[src/hdl/crsc_pkg.sv]
/*
 * Constants for the clock, reset and standby control block: register
 * offsets, field layouts, reset values, unlock key, wait counts.
 * Assumes a 32-bit classic Wishbone bus with word-aligned registers.
 */
package crsc_pkg;
    // -------------------------------------------------------------------
    // register map (byte addresses)
    // -------------------------------------------------------------------
    localparam logic [3:0] CRSC_OFS_STANDBY = 4'h0;
    localparam logic [3:0] CRSC_OFS_RATIO = 4'h4;
    localparam logic [3:0] CRSC_OFS_WAIT = 4'h8;
    localparam logic [3:0] CRSC_OFS_CAUSE = 4'hC;
    localparam logic [31:0] CRSC_UNLOCK_KEY = 32'h0000_003C;
    localparam logic [31:0] CRSC_ZERO = 32'h0000_0000;
    localparam logic [1:0] CRSC_FIELD_RESET = 2'h0;
    localparam int CRSC_HALT_BIT = 0;
    localparam int CRSC_STOP_BIT = 1;
    // -------------------------------------------------------------------
    // timing
    // -------------------------------------------------------------------
    localparam logic [3:0] CRSC_STRETCH = 4'h9;
    localparam logic [15:0] CRSC_WAIT_00 = 16'h7FFF;
    localparam logic [15:0] CRSC_WAIT_01 = 16'h3FFF;
    localparam logic [15:0] CRSC_WAIT_10 = 16'h03FF;
    localparam logic [15:0] CRSC_WAIT_11 = 16'h0000;
    localparam logic [2:0] CRSC_DIV_ONE = 3'h0;
    localparam logic [2:0] CRSC_DIV_TWO = 3'h1;
    localparam logic [2:0] CRSC_DIV_FOUR = 3'h3;
    localparam logic [2:0] CRSC_DIV_EIGHT = 3'h7;

    typedef enum logic [1:0] {
        CRSC_RUN = 2'b00,
        CRSC_HALT = 2'b01,
        CRSC_STOP = 2'b10,
        CRSC_WAKE = 2'b11
    } crsc_mode_t;

    typedef enum logic [1:0] {
        CRSC_CK_HALF = 2'b00,
        CRSC_CK_FULL = 2'b01,
        CRSC_CK_DOUBLE = 2'b10
    } crsc_ck_t;
endpackage : crsc_pkg

[src/hdl/crsc_top.sv]
/*
 * Clock, reset and standby control: ratio selection, stop wake-up wait,
 * reset stretching and cause, halt and stop entry and exit.
 * Assumes wake requests already qualified by the interrupt controller.
 */
// The placing of the registers and the Wishbone slave port were left to the implementer.
// Behaviour
// - ratio register resets to zero; unused bits of all registers read zero
// - loop on: ratio 00 half, 01 equal, 10/11 double base clock
// - loop off: ratio 00 /8, 01 /4, 10 /2, 11 undivided
// - wait code 00 32768, 01 16384, 10 1024, 11 one clock
// - clocks held off until wait elapses, then delivered
// - reset cause bit 0: pin reset clears, watchdog sets
// - pin reset holds internal reset for low time plus nine clocks
// - pin reset clears standby and reset cause
// - watchdog asserts internal reset nine clocks, this block kept
// - watchdog reset keeps ratio and wait select
// - watchdog reset clears standby, sets reset cause
// - stop disables crystal oscillator when it is the source
// - halt bit stops processor clock, peripherals run
// - halt ends on fast request, leveled request or any reset
// - low-level request ends standby without reaching processor
// - stop bit shuts processor, oscillator, loop, peripherals
// - stop ends on fast, external, suspend request or pin reset
// - interrupt wake from stop runs wait; pin reset skips it
// - in stop, oscillator, loop and usb run if usb keeps them
// - standby and ratio writes need the unlock key just before
// - standby holds stop bit 1, halt bit 0, cleared on wake
// - standby writes ignored while a wake request is pending
`timescale 1ns/100ps
module crsc_top (
    // clock and pin reset
    input wire logic CLK,
    input wire logic RST,
    input wire logic RESET_PIN_N,
    input wire logic LOOP_ENABLE_PIN,
    // watchdog
    input wire logic WATCHDOG_OVERFLOW,
    // wake sources, same clock domain
    input wire logic FAST_REQUEST,
    input wire logic FAST_REQUEST_MASK,
    input wire logic LEVELED_REQUEST,
    input wire logic EXTERNAL_LEVELED_REQUEST,
    input wire logic SUSPEND_LEVELED_REQUEST,
    input wire logic USB_KEEPS_OSC,
    // wishbone slave
    input wire logic CYC_I,
    input wire logic STB_I,
    input wire logic WE_I,
    input wire logic [3:0] ADR_I,
    input wire logic [3:0] SEL_I,
    input wire logic [31:0] DAT_I,
    output logic [31:0] DAT_O,
    output logic ACK_O,
    // clock and reset outputs
    output logic INTERNAL_RESET,
    output logic CPU_CLOCK_TICK,
    output logic PERIPH_CLOCK_TICK,
    output logic [1:0] LOOP_MULTIPLY,
    output logic OSC_ENABLE,
    output logic LOOP_POWER,
    output logic [1:0] STANDBY_STATE
);
    import crsc_pkg::*;

    // ------------------------------------------------------------------
    // pin synchronisers
    // ------------------------------------------------------------------
    logic [1:0] rst_pin_sync;
    logic [1:0] loop_sync;

    always_ff @(posedge CLK) begin
        if (RST) begin
            // pin idles high; a zero here would fake a pin reset after RST
            rst_pin_sync <= 2'h3;
            loop_sync <= 2'h0;
        end else begin
            rst_pin_sync <= {rst_pin_sync[0], RESET_PIN_N};
            loop_sync <= {loop_sync[0], LOOP_ENABLE_PIN};
        end
    end

    logic pin_low;
    logic loop_on;
    assign pin_low = !rst_pin_sync[1];
    assign loop_on = loop_sync[1];

    // ------------------------------------------------------------------
    // reset stretching
    // ------------------------------------------------------------------
    logic [3:0] stretch;
    logic wd_pulse;
    logic wd_prev;

    always_ff @(posedge CLK) begin
        if (RST) begin
            wd_prev <= 1'b0;
        end else begin
            wd_prev <= WATCHDOG_OVERFLOW;
        end
    end
    assign wd_pulse = WATCHDOG_OVERFLOW && !wd_prev;

    always_ff @(posedge CLK) begin
        if (RST) begin
            stretch <= CRSC_STRETCH;
        end else if (pin_low) begin
            stretch <= CRSC_STRETCH;
        end else if (wd_pulse) begin
            // the pulse cycle itself is the first of the nine
            stretch <= CRSC_STRETCH - 4'h1;
        end else if (stretch != 4'h0) begin
            stretch <= stretch - 4'h1;
        end
    end

    always_ff @(posedge CLK) begin
        if (RST) begin
            INTERNAL_RESET <= 1'b1;
        end else begin
            INTERNAL_RESET <= pin_low || wd_pulse || (stretch != 4'h0);
        end
    end

    // ------------------------------------------------------------------
    // registers
    // ------------------------------------------------------------------
    logic [1:0] ratio_field;
    logic [1:0] wait_count_field;
    logic watchdog_cause_flag;
    logic unlock_standby;
    logic unlock_ratio;
    logic bus_req;
    logic wr_en;
    logic full_word;
    logic pending;
    crsc_mode_t mode;
    crsc_mode_t next_mode;

    assign bus_req = CYC_I && STB_I && !ACK_O;
    assign wr_en = bus_req && WE_I;
    assign full_word = SEL_I == 4'hF;
    assign pending = (FAST_REQUEST && !FAST_REQUEST_MASK) || LEVELED_REQUEST;

    always_ff @(posedge CLK) begin
        if (RST) begin
            ACK_O <= 1'b0;
        end else begin
            ACK_O <= bus_req;
        end
    end

    // key must be the immediately preceding write to the same register
    always_ff @(posedge CLK) begin
        if (RST || pin_low) begin
            unlock_standby <= 1'b0;
            unlock_ratio <= 1'b0;
        end else if (wr_en) begin
            unlock_standby <= (ADR_I == CRSC_OFS_STANDBY) && full_word &&
                !unlock_standby && (DAT_I == CRSC_UNLOCK_KEY);
            unlock_ratio <= (ADR_I == CRSC_OFS_RATIO) && full_word &&
                !unlock_ratio && (DAT_I == CRSC_UNLOCK_KEY);
        end
    end

    // ratio and wait survive a watchdog reset: only RST and the pin clear
    always_ff @(posedge CLK) begin
        if (RST || pin_low) begin
            ratio_field <= CRSC_FIELD_RESET;
        end else if (wr_en && ADR_I == CRSC_OFS_RATIO && unlock_ratio &&
                     SEL_I[0]) begin
            ratio_field <= DAT_I[1:0];
        end
    end

    always_ff @(posedge CLK) begin
        if (RST || pin_low) begin
            wait_count_field <= CRSC_FIELD_RESET;
        end else if (wr_en && ADR_I == CRSC_OFS_WAIT && SEL_I[0]) begin
            wait_count_field <= DAT_I[1:0];
        end
    end

    always_ff @(posedge CLK) begin
        if (RST || pin_low) begin
            watchdog_cause_flag <= 1'b0;
        end else if (wd_pulse) begin
            watchdog_cause_flag <= 1'b1;
        end
    end

    always_ff @(posedge CLK) begin
        if (RST) begin
            DAT_O <= CRSC_ZERO;
        end else if (bus_req && !WE_I) begin
            if (ADR_I == CRSC_OFS_RATIO) begin
                DAT_O <= {CRSC_ZERO[31:2], ratio_field};
            end else if (ADR_I == CRSC_OFS_WAIT) begin
                DAT_O <= {CRSC_ZERO[31:2], wait_count_field};
            end else if (ADR_I == CRSC_OFS_CAUSE) begin
                DAT_O <= {CRSC_ZERO[31:1], watchdog_cause_flag};
            end else begin
                DAT_O <= CRSC_ZERO;
            end
        end else begin
            DAT_O <= CRSC_ZERO;
        end
    end

    // ------------------------------------------------------------------
    // standby state machine
    // ------------------------------------------------------------------
    logic [15:0] wait_cnt;
    logic [15:0] wait_load;
    logic standby_write;
    logic stop_wake;

    assign standby_write = wr_en && ADR_I == CRSC_OFS_STANDBY &&
        unlock_standby && SEL_I[0] && !pending;
    assign stop_wake = (FAST_REQUEST && !FAST_REQUEST_MASK) ||
        EXTERNAL_LEVELED_REQUEST || SUSPEND_LEVELED_REQUEST;

    always_comb begin
        case (wait_count_field)
            2'b00: wait_load = CRSC_WAIT_00;
            2'b01: wait_load = CRSC_WAIT_01;
            2'b10: wait_load = CRSC_WAIT_10;
            default: wait_load = CRSC_WAIT_11;
        endcase
    end

    always_comb begin
        next_mode = mode;
        case (mode)
            CRSC_RUN: begin
                if (standby_write && DAT_I[CRSC_STOP_BIT]) begin
                    next_mode = CRSC_STOP;
                end else if (standby_write && DAT_I[CRSC_HALT_BIT]) begin
                    next_mode = CRSC_HALT;
                end
            end
            CRSC_HALT: begin
                // level-only requests still wake, forwarding is elsewhere
                if (pending) begin
                    next_mode = CRSC_RUN;
                end
            end
            CRSC_STOP: begin
                if (stop_wake) begin
                    next_mode = CRSC_WAKE;
                end
            end
            CRSC_WAKE: begin
                if (wait_cnt == 16'h0000) begin
                    next_mode = CRSC_RUN;
                end
            end
            default: next_mode = CRSC_RUN;
        endcase
        // resets must reach the registered standby and power outputs too
        if (pin_low || wd_pulse) begin
            next_mode = CRSC_RUN;
        end
    end

    // any reset clears standby; pin reset needs no settling wait
    always_ff @(posedge CLK) begin
        if (RST || pin_low || wd_pulse) begin
            mode <= CRSC_RUN;
        end else begin
            mode <= next_mode;
        end
    end

    always_ff @(posedge CLK) begin
        if (RST) begin
            wait_cnt <= CRSC_WAIT_11;
        end else if (mode == CRSC_STOP) begin
            wait_cnt <= wait_load;
        end else if (mode == CRSC_WAKE && wait_cnt != 16'h0000) begin
            wait_cnt <= wait_cnt - 16'h0001;
        end
    end

    always_ff @(posedge CLK) begin
        if (RST) begin
            STANDBY_STATE <= 2'h0;
            OSC_ENABLE <= 1'b1;
            LOOP_POWER <= 1'b1;
        end else begin
            STANDBY_STATE <= {next_mode == CRSC_STOP,
                              next_mode == CRSC_HALT};
            OSC_ENABLE <= next_mode != CRSC_STOP ||
                USB_KEEPS_OSC;
            LOOP_POWER <= (next_mode != CRSC_STOP || USB_KEEPS_OSC) &&
                loop_on;
        end
    end

    // ------------------------------------------------------------------
    // clock ratio
    // ------------------------------------------------------------------
    logic [2:0] div_mask;
    logic periph_run;
    logic periph_tick;

    always_ff @(posedge CLK) begin
        if (RST) begin
            LOOP_MULTIPLY <= CRSC_CK_HALF;
            div_mask <= CRSC_DIV_EIGHT;
        end else if (loop_on) begin
            div_mask <= CRSC_DIV_ONE;
            if (ratio_field == 2'b00) begin
                LOOP_MULTIPLY <= CRSC_CK_HALF;
            end else if (ratio_field == 2'b01) begin
                LOOP_MULTIPLY <= CRSC_CK_FULL;
            end else begin
                LOOP_MULTIPLY <= CRSC_CK_DOUBLE;
            end
        end else begin
            LOOP_MULTIPLY <= CRSC_CK_FULL;
            if (ratio_field == 2'b00) begin
                div_mask <= CRSC_DIV_EIGHT;
            end else if (ratio_field == 2'b01) begin
                div_mask <= CRSC_DIV_FOUR;
            end else if (ratio_field == 2'b10) begin
                div_mask <= CRSC_DIV_TWO;
            end else begin
                div_mask <= CRSC_DIV_ONE;
            end
        end
    end

    assign periph_run = mode == CRSC_RUN || mode == CRSC_HALT;

    crsc_clock_gate u_gate (
        .clk(CLK),
        .rst(RST),
        .run(periph_run),
        .div_mask(div_mask),
        .tick(periph_tick)
    );

    always_ff @(posedge CLK) begin
        if (RST) begin
            PERIPH_CLOCK_TICK <= 1'b0;
            CPU_CLOCK_TICK <= 1'b0;
        end else begin
            PERIPH_CLOCK_TICK <= periph_tick;
            CPU_CLOCK_TICK <= periph_tick && mode == CRSC_RUN;
        end
    end
endmodule : crsc_top

[src/hdl/crsc_clock_gate.sv]
/*
 * Clock enable generator: turns the ratio selection into a glitch-free
 * enable pulse train for the processor and peripherals.
 * Assumes a free-running base clock; the enable is registered.
 */
`timescale 1ns/100ps
module crsc_clock_gate (
    // clock and reset
    input wire logic clk,
    input wire logic rst,
    // control
    input wire logic run,
    input wire logic [2:0] div_mask,
    // result
    output logic tick
);
    import crsc_pkg::*;

    logic [2:0] phase;

    // ratio change applies to the count in progress; phase restarts from zero at a tick or while run is low, so no runt periods
    always_ff @(posedge clk) begin
        if (rst || !run) begin
            phase <= CRSC_DIV_ONE;
        end else if ((phase & div_mask) == div_mask) begin
            phase <= CRSC_DIV_ONE;
        end else begin
            phase <= phase + 3'h1;
        end
    end

    always_ff @(posedge clk) begin
        if (rst) begin
            tick <= 1'b0;
        end else begin
            tick <= run && ((phase & div_mask) == div_mask);
        end
    end
endmodule : crsc_clock_gate

[config.mk]
export PLATFORM = sky130hd
export DESIGN_NAME = crsc_top
export DESIGN_NICKNAME = d
export VERILOG_FILES = /design/src/hdl/crsc_pkg.sv /design/src/hdl/crsc_top.sv /design/src/hdl/crsc_clock_gate.sv
export SDC_FILE = /design/constraint.sdc
export NUM_CORES = 1
export LEC_CHECK = 0
export ABC_AREA = 1
export BUFFER_PORTS_ARGS = -buffer_cell sky130_fd_sc_hd__buf_2
export CAP_MARGIN = 20
export CORE_MARGIN = 2
export CORE_UTILIZATION = 50
export DETAILED_ROUTE_END_ITERATION = 16
export GPL_TIMING_DRIVEN = 1
export PLACE_DENSITY = 0.9
export SETUP_SLACK_MARGIN = 0.05
export SLEW_MARGIN = 0
export SYNTH_ARGS = -nofsm -noshare
export SYNTH_HDL_FRONTEND = slang
export SYNTH_HIERARCHICAL = 1
export SYNTH_SLANG_ARGS = --single-unit
export TNS_END_PERCENT = 20
[constraint.sdc]
create_clock -name CLK -period 2.16 [get_ports CLK]
set_input_delay 0.324 -clock CLK [delete_from_list [all_inputs] [get_ports CLK]]
set_output_delay 0.324 -clock CLK [all_outputs]
set_load 0.02 [all_outputs]
==> out/results.ini, run 1 <==
[global_route]
grt.total_usage_pct = 19.2
grt_start_max_net_pins = 21
antenna_found_initial = 0
grt_pass1_vias = 2434
grt_pass1_wl_mm = 9.68
overflow = 0

[power_and_ir_drop]
switching_power_mw = 0.476
share_seq_of_total_power_pct = 53.4
power_frac_comb_pct = 10.6
p_total_mw = 1.89
p_per_area_nw_per_um2 = 585
clkPwrFrac_pct = 36.0
ir_drop_v = 0.000320
switching_share_pct = 25.2
intPower_mw = 1.42
p_leak_nw = 1.67

[cts]
cts_root_buffer = clkbuf_8
clkTransAtPathRegs_ps = 100
cts_buffers = 5
cts_num_sinks = 53
postCtsSetupBuffers = 0
cts_max_level = 2
cts.path.max_buffers = 2
insertion_delay_ps = 310
cts_resized = 0
holdBufCountCts = 0
cts_tree = built

[floorplanning]
fp.dieH_um = 79.6
die_area_um2 = 6330
die_w_um = 79.6
core_area_um2 = 5510
rows = 27
start_util_pct = 51.9
ios = 96

[sta]
skew_ps = 6.76
layout_min_cycle_time_ps = 1840
finalHoldViolCount = 0
timing.fmax_mhz = 543
worst_pin_slew_ps = 565
slew-limit-headroom_pct = 62.3
post-route-period-util_pct = 85.2
drv_slew = 0
finalSetupViolCount = 0
rsz0062_at_grt = false
finalSetupTns_ps = 0

[setup_path]
cp-end-kind = flop
cp.arrival_ps = 2040
crit_type = reg2reg
crit_fanout = 20
cp_slowest_stage_delay_ps = 410
reg2reg_slack_ps = 320
crit_slowest_cell = dfxtp_1
cp-start-kind = flop
worst_r2r_path_depth = 10
worstReg2RegEnd = wait_cnt[0]
crit_path_cell_trace = inv_1, ha_1, nand3_2, nor2_2, nand2_2, nand2_4, nand2_2, nand2_4, a21oi_1, nor2_1
crit_start = wait_cnt[0]
path_buf_inv = 1
cp_top_family = simple AND/OR/NAND/NOR gates
critPathRequiredTime_ps = 2360
reg2reg_from = wait_cnt[0]

[min_path]
min_to = rst_pin_sync[0]
hp-start = RESET_PIN_N
holdPathStages = 2
hold_class = in2reg

[final_layout]
n_antenna_cell = 0
final_net_count = 528
syn2layout_area_growth_pct = 13.3
drive_gt1_share_pct = 22.3

[synthesis]
synth_cells = 405
ys.flop_type = dfxtp_1
synth_edf_count = 0
yosys_warnings = 6
ys_async_sr_fraction_pct = 0
syn_area_um2 = 2860
synth_seq_cells = 53
syn_avg_cell_area_um2 = 7.05
synthDistinctLibCells = 39
ys_seq_area_share_pct = 37.1

[run_status]
status = complete, no violations

[route]
drt_first_pass_iters = 4
vias = 2630
wl_per_cell_um = 10.8
drc = 0
drt_iter0_drc = 194
postRouteAntennaNets = 0
drt-total-wl_mm = 5.89
viasPerCell = 4.84

[placement]
post-dp-hpwl_mm = 4.63
port_buffers = 65
place.gp.congestion = 0.854

[flow_run]
cap_violations = 0

## registers in the layout, indices dropped and copies added, names as in the netlist, 2 cells and up
name              cells
mode                  2
loop_sync             2
LOOP_MULTIPLY         2
STANDBY_STATE         2
div_mask              3
rst_pin_sync          2
stretch               4
DAT_O                 2
u_gate/phase          3
wait_cnt             16
ratio_field           2
wait_count_field      2
## cell type report
type	count	area (µm²)
multi-input cells	285	1420
inverters	60	225
flip-flops and latches	53	1060
well taps	72	90.1
clock inverters	3	43.8
repair buffers	65	325
clock buffers	5	68.8
fillers	504	2270
## kinds of logic (layout without fill, tap and decap cells)
| logic type | count (synthesis) | in the layout | synth area share (%) |
|---|---|---|---|
| buffers and inverters | 96 | 133 | 16.9 |
| xor gates and xnor gates | 8 | 8 | 2.45 |
| DFF | 53 | 53 | 37.1 |
| adders and majority gates | 4 | 4 | 1.75 |
| other | 1 | 30 | 0.131 |
| AOI/OAI and AO/OA | 50 | 50 | 9.55 |
| and+or+nand+nor | 193 | 193 | 32.1 |
## stage by stage
step           hold WS, ps  instance area (µm²)  std cells  setup slack (ps)  util [%]
6_report               189                 3240        543               319      58.8
5_1_grt                193                 3240        543               180      58.8
4_1_cts                187                 3240        543               347      58.8
3_5_place_dp           398                 3120        535               365      56.7
3_3_place_gp           398                 3120        535               458      56.7
2_1_floorplan          388                 2970        434               667         -
## power groups by stage
| stage | sequential [mW] | clock, mW | combinational [mW] |
|---|---|---|---|
| 6_report | 1.01 | 0.681 | 0.201 |
| 5_1_grt | 1.01 | 0.729 | 0.226 |
| 4_1_cts | 1.01 | 0.683 | 0.200 |
| 3_5_place_dp | 1.03 | 0 | 0.199 |
| 3_3_place_gp | 1.03 | 0 | 0.193 |
| 2_1_floorplan | 1.03 | 0 | 0.165 |
## worst max path at each step
stage	to	slack, ps	depth (start not counted)
after CTS	wait_cnt[7]	350	10
after detailed placement	wait_cnt[7]	370	10
after floorplan	wait_cnt[2]	670	10
after global placement	wait_cnt[0]	460	10
after global routing	wait_cnt[7]	180	10
final	wait_cnt[0]	320	10
## Yosys cell counts, drive strengths merged (4+ instances only)
master   n  share of area (%)
ha       4                1.8
inv     60                7.9
a21oi   15                2.6
nand4    7                1.5
nor3     9                1.8
xor2     6                1.8
buf     34                8.8
or2      5                1.1
dfxtp   53                 37
a31oi    5                1.1
nor2    78                 12
nand3   24                5.1
nand2   64                9.4
o21ai   25                4.5
## cell usage in the layout (no fill, tap or decap), types with 7 or more instances in the layout
master    n
nand3_1  19
dfxtp_1  53
o21ai_0  23
buf_2    65
nor2_1   68
nor3_1    8
nand2_1  57
nand4_1   7
conb_1   30
inv_1    56
a21oi_1  15
## layer usage
layer  global-route usage [%]  vias up  share of wire (%)
met3                     4.86       12                6.4
met1                     20.3     1174                 41
met5                        0        -                  0
met2                     35.6       96                 50
li1                         -     1348                  -
met4                     8.28        0                2.0
No activity file was read; power rests on OpenSTA's default activity.
==> run 2, diff against run 1 <==
--- a/config.mk
+++ b/config.mk
@@ -6,13 +6,14 @@
 export NUM_CORES = 1
 export LEC_CHECK = 0
 export ABC_AREA = 1
+export ABC_CLOCK_PERIOD_IN_PS = 2100
 export BUFFER_PORTS_ARGS = -buffer_cell sky130_fd_sc_hd__buf_2
 export CAP_MARGIN = 20
 export CORE_MARGIN = 2
-export CORE_UTILIZATION = 50
+export CORE_UTILIZATION = 40
 export DETAILED_ROUTE_END_ITERATION = 16
 export GPL_TIMING_DRIVEN = 1
-export PLACE_DENSITY = 0.9
+export PLACE_DENSITY = 0.77
 export SETUP_SLACK_MARGIN = 0.05
 export SLEW_MARGIN = 0
 export SYNTH_ARGS = -nofsm -noshare
==> constraint.sdc (replaced) <==
create_clock -name CLK -period 2.1 [get_ports CLK]
set_input_delay 0.315 -clock CLK [delete_from_list [all_inputs] [get_ports CLK]]
set_output_delay 0.315 -clock CLK [all_outputs]
set_load 0.02 [all_outputs]
==> out/results.ini, run 2 (same netlist as run 1, synthesis figures left out) <==
[run_status]
status = complete, no violations

[global_route]
grt_pass1_vias = 2361
grt_start_max_net_pins = 21
antenna_found_initial = 0
overflow = 0
grt_pass1_wl_mm = 9.82
grt.total_usage_pct = 15.5

[cts]
cts_root_buffer = clkbuf_8
cts.path.max_buffers = 2
cts_max_level = 2
clkTransAtPathRegs_ps = 100
insertion_delay_ps = 310
holdBufCountCts = 0
cts_buffers = 5
postCtsSetupBuffers = 0
cts_tree = built
cts_num_sinks = 53
cts_resized = 0

[sta]
worst_pin_slew_ps = 547
slew-limit-headroom_pct = 63.5
finalSetupViolCount = 0
finalHoldViolCount = 0
post-route-period-util_pct = 88.0
skew_ps = 11.4
timing.fmax_mhz = 541
hold_ws_ps = 191
worst_slack_ps = 252
drv_slew = 0
layout_min_cycle_time_ps = 1850
rsz0062_at_grt = false
finalSetupTns_ps = 0

[power_and_ir_drop]
power_frac_comb_pct = 11.2
clkPwrFrac_pct = 32.3
p_leak_nw = 1.66
intPower_mw = 1.34
ir_drop_v = 0.000305
switching_share_pct = 26.9
switching_power_mw = 0.495
p_per_area_nw_per_um2 = 566
share_seq_of_total_power_pct = 56.5

[route]
postRouteAntennaNets = 0
wl_per_cell_um = 10.2
drt_first_pass_iters = 4
drt-total-wl_mm = 5.79
viasPerCell = 4.48
vias = 2538
drc = 0
drt_iter0_drc = 197

[final_layout]
top_regs = wait_cnt (16), stretch (4)
mostFrequentLayoutCell = nor2_1
largest-register = wait_cnt
design_area_um2 = 3250
n_antenna_cell = 0
mostFrequentLayoutCells = nor2_1, buf_2, nand2_1
largest_register_ff_count = 16
final_net_count = 528
syn2layout_area_growth_pct = 13.7
drive_gt1_share_pct = 22.3

[placement]
post-dp-hpwl_mm = 4.58
placed_area_um2 = 3150
place.gp.congestion = 0.848
dp_slack_ps = 275
port_buffers = 65

[setup_path]
cp-start-kind = flop
reg2reg_from = wait_cnt[0]
crit_end = wait_cnt[0]
reg2reg_slack_ps = 250
crit_start = wait_cnt[0]
crit_type = reg2reg
cp-end-kind = flop
critPathRequiredTime_ps = 2300
worstReg2RegEnd = wait_cnt[0]
cp.arrival_ps = 2050
worst_r2r_path_depth = 10
crit_fanout = 20

[min_path]
hp-start = RESET_PIN_N
hold_class = in2reg

[floorplanning]
ios = 96
core_area_um2 = 6870
rows = 30
die_area_um2 = 7830
fp.dieH_um = 88.5
die_w_um = 88.5
start_util_pct = 41.6

[flow_run]
cap_violations = 0

-- run 2: stage by stage --
stage / cells / utilization, % / total power [mW]
floorplan: 434 / - / 1.23
global placement: 559 / 45.9 / 1.26
detailed placement: 559 / 45.9 / 1.27
CTS: 567 / 47.3 / 1.85
global route: 567 / 47.3 / 1.92
finish: 567 / 47.3 / 1.84
-- run 2: worst max-delay path, stage by stage (launching register included) --
cell and delay (ps):
dfxtp_1 420, inv_1 90, ha_1 240, nand3_2 130, nor2_2 60, nand2_2 80, nand2_4 80, nand2_2 290
nand2_4 150, a21oi_1 150, nor2_1 50
-- run 2: final cells by class --
| class | instances | area, µm² |
|---|---|---|
| Clock inverter | 3 | 25.0 |
| Clock buffer | 5 | 68.8 |
| Fill cell | 685 | 3620 |
| Multi-Input combinational cell | 285 | 1420 |
| Sequential cell | 53 | 1060 |
| Timing Repair Buffer | 65 | 325 |
| Inverter | 60 | 225 |
| Tap cell | 96 | 120 |
-- run 2: how the worst min path moves through the flow --
stage | endpoint | slack [ps] | cells past startpoint
2_1_floorplan | loop_sync[1] | 390 | 2
5_1_grt | loop_sync[0] | 210 | 3
3_5_place_dp | loop_sync[1] | 410 | 2
6_report | rst_pin_sync[0] | 190 | 2
4_1_cts | rst_pin_sync[0] | 190 | 2
3_3_place_gp | loop_sync[1] | 390 | 2
-- run 2: power by group through the flow --
stage | Combinational [mW] | Clock, mW | Sequential, mW
6_report | 0.206 | 0.593 | 1.04
4_1_cts | 0.206 | 0.608 | 1.04
3_3_place_gp | 0.200 | 0 | 1.06
3_5_place_dp | 0.205 | 0 | 1.06
2_1_floorplan | 0.170 | 0 | 1.06
5_1_grt | 0.235 | 0.644 | 1.04
-- run 2: layer usage --
metal  global-route usage (%)  share of wire (%)  wire length (µm)
met2                     27.8                 48              2780
met1                     19.1                 45              2620
met4                     4.27               0.95                55
met5                        0                  0                 0
met3                     2.61                5.7               328
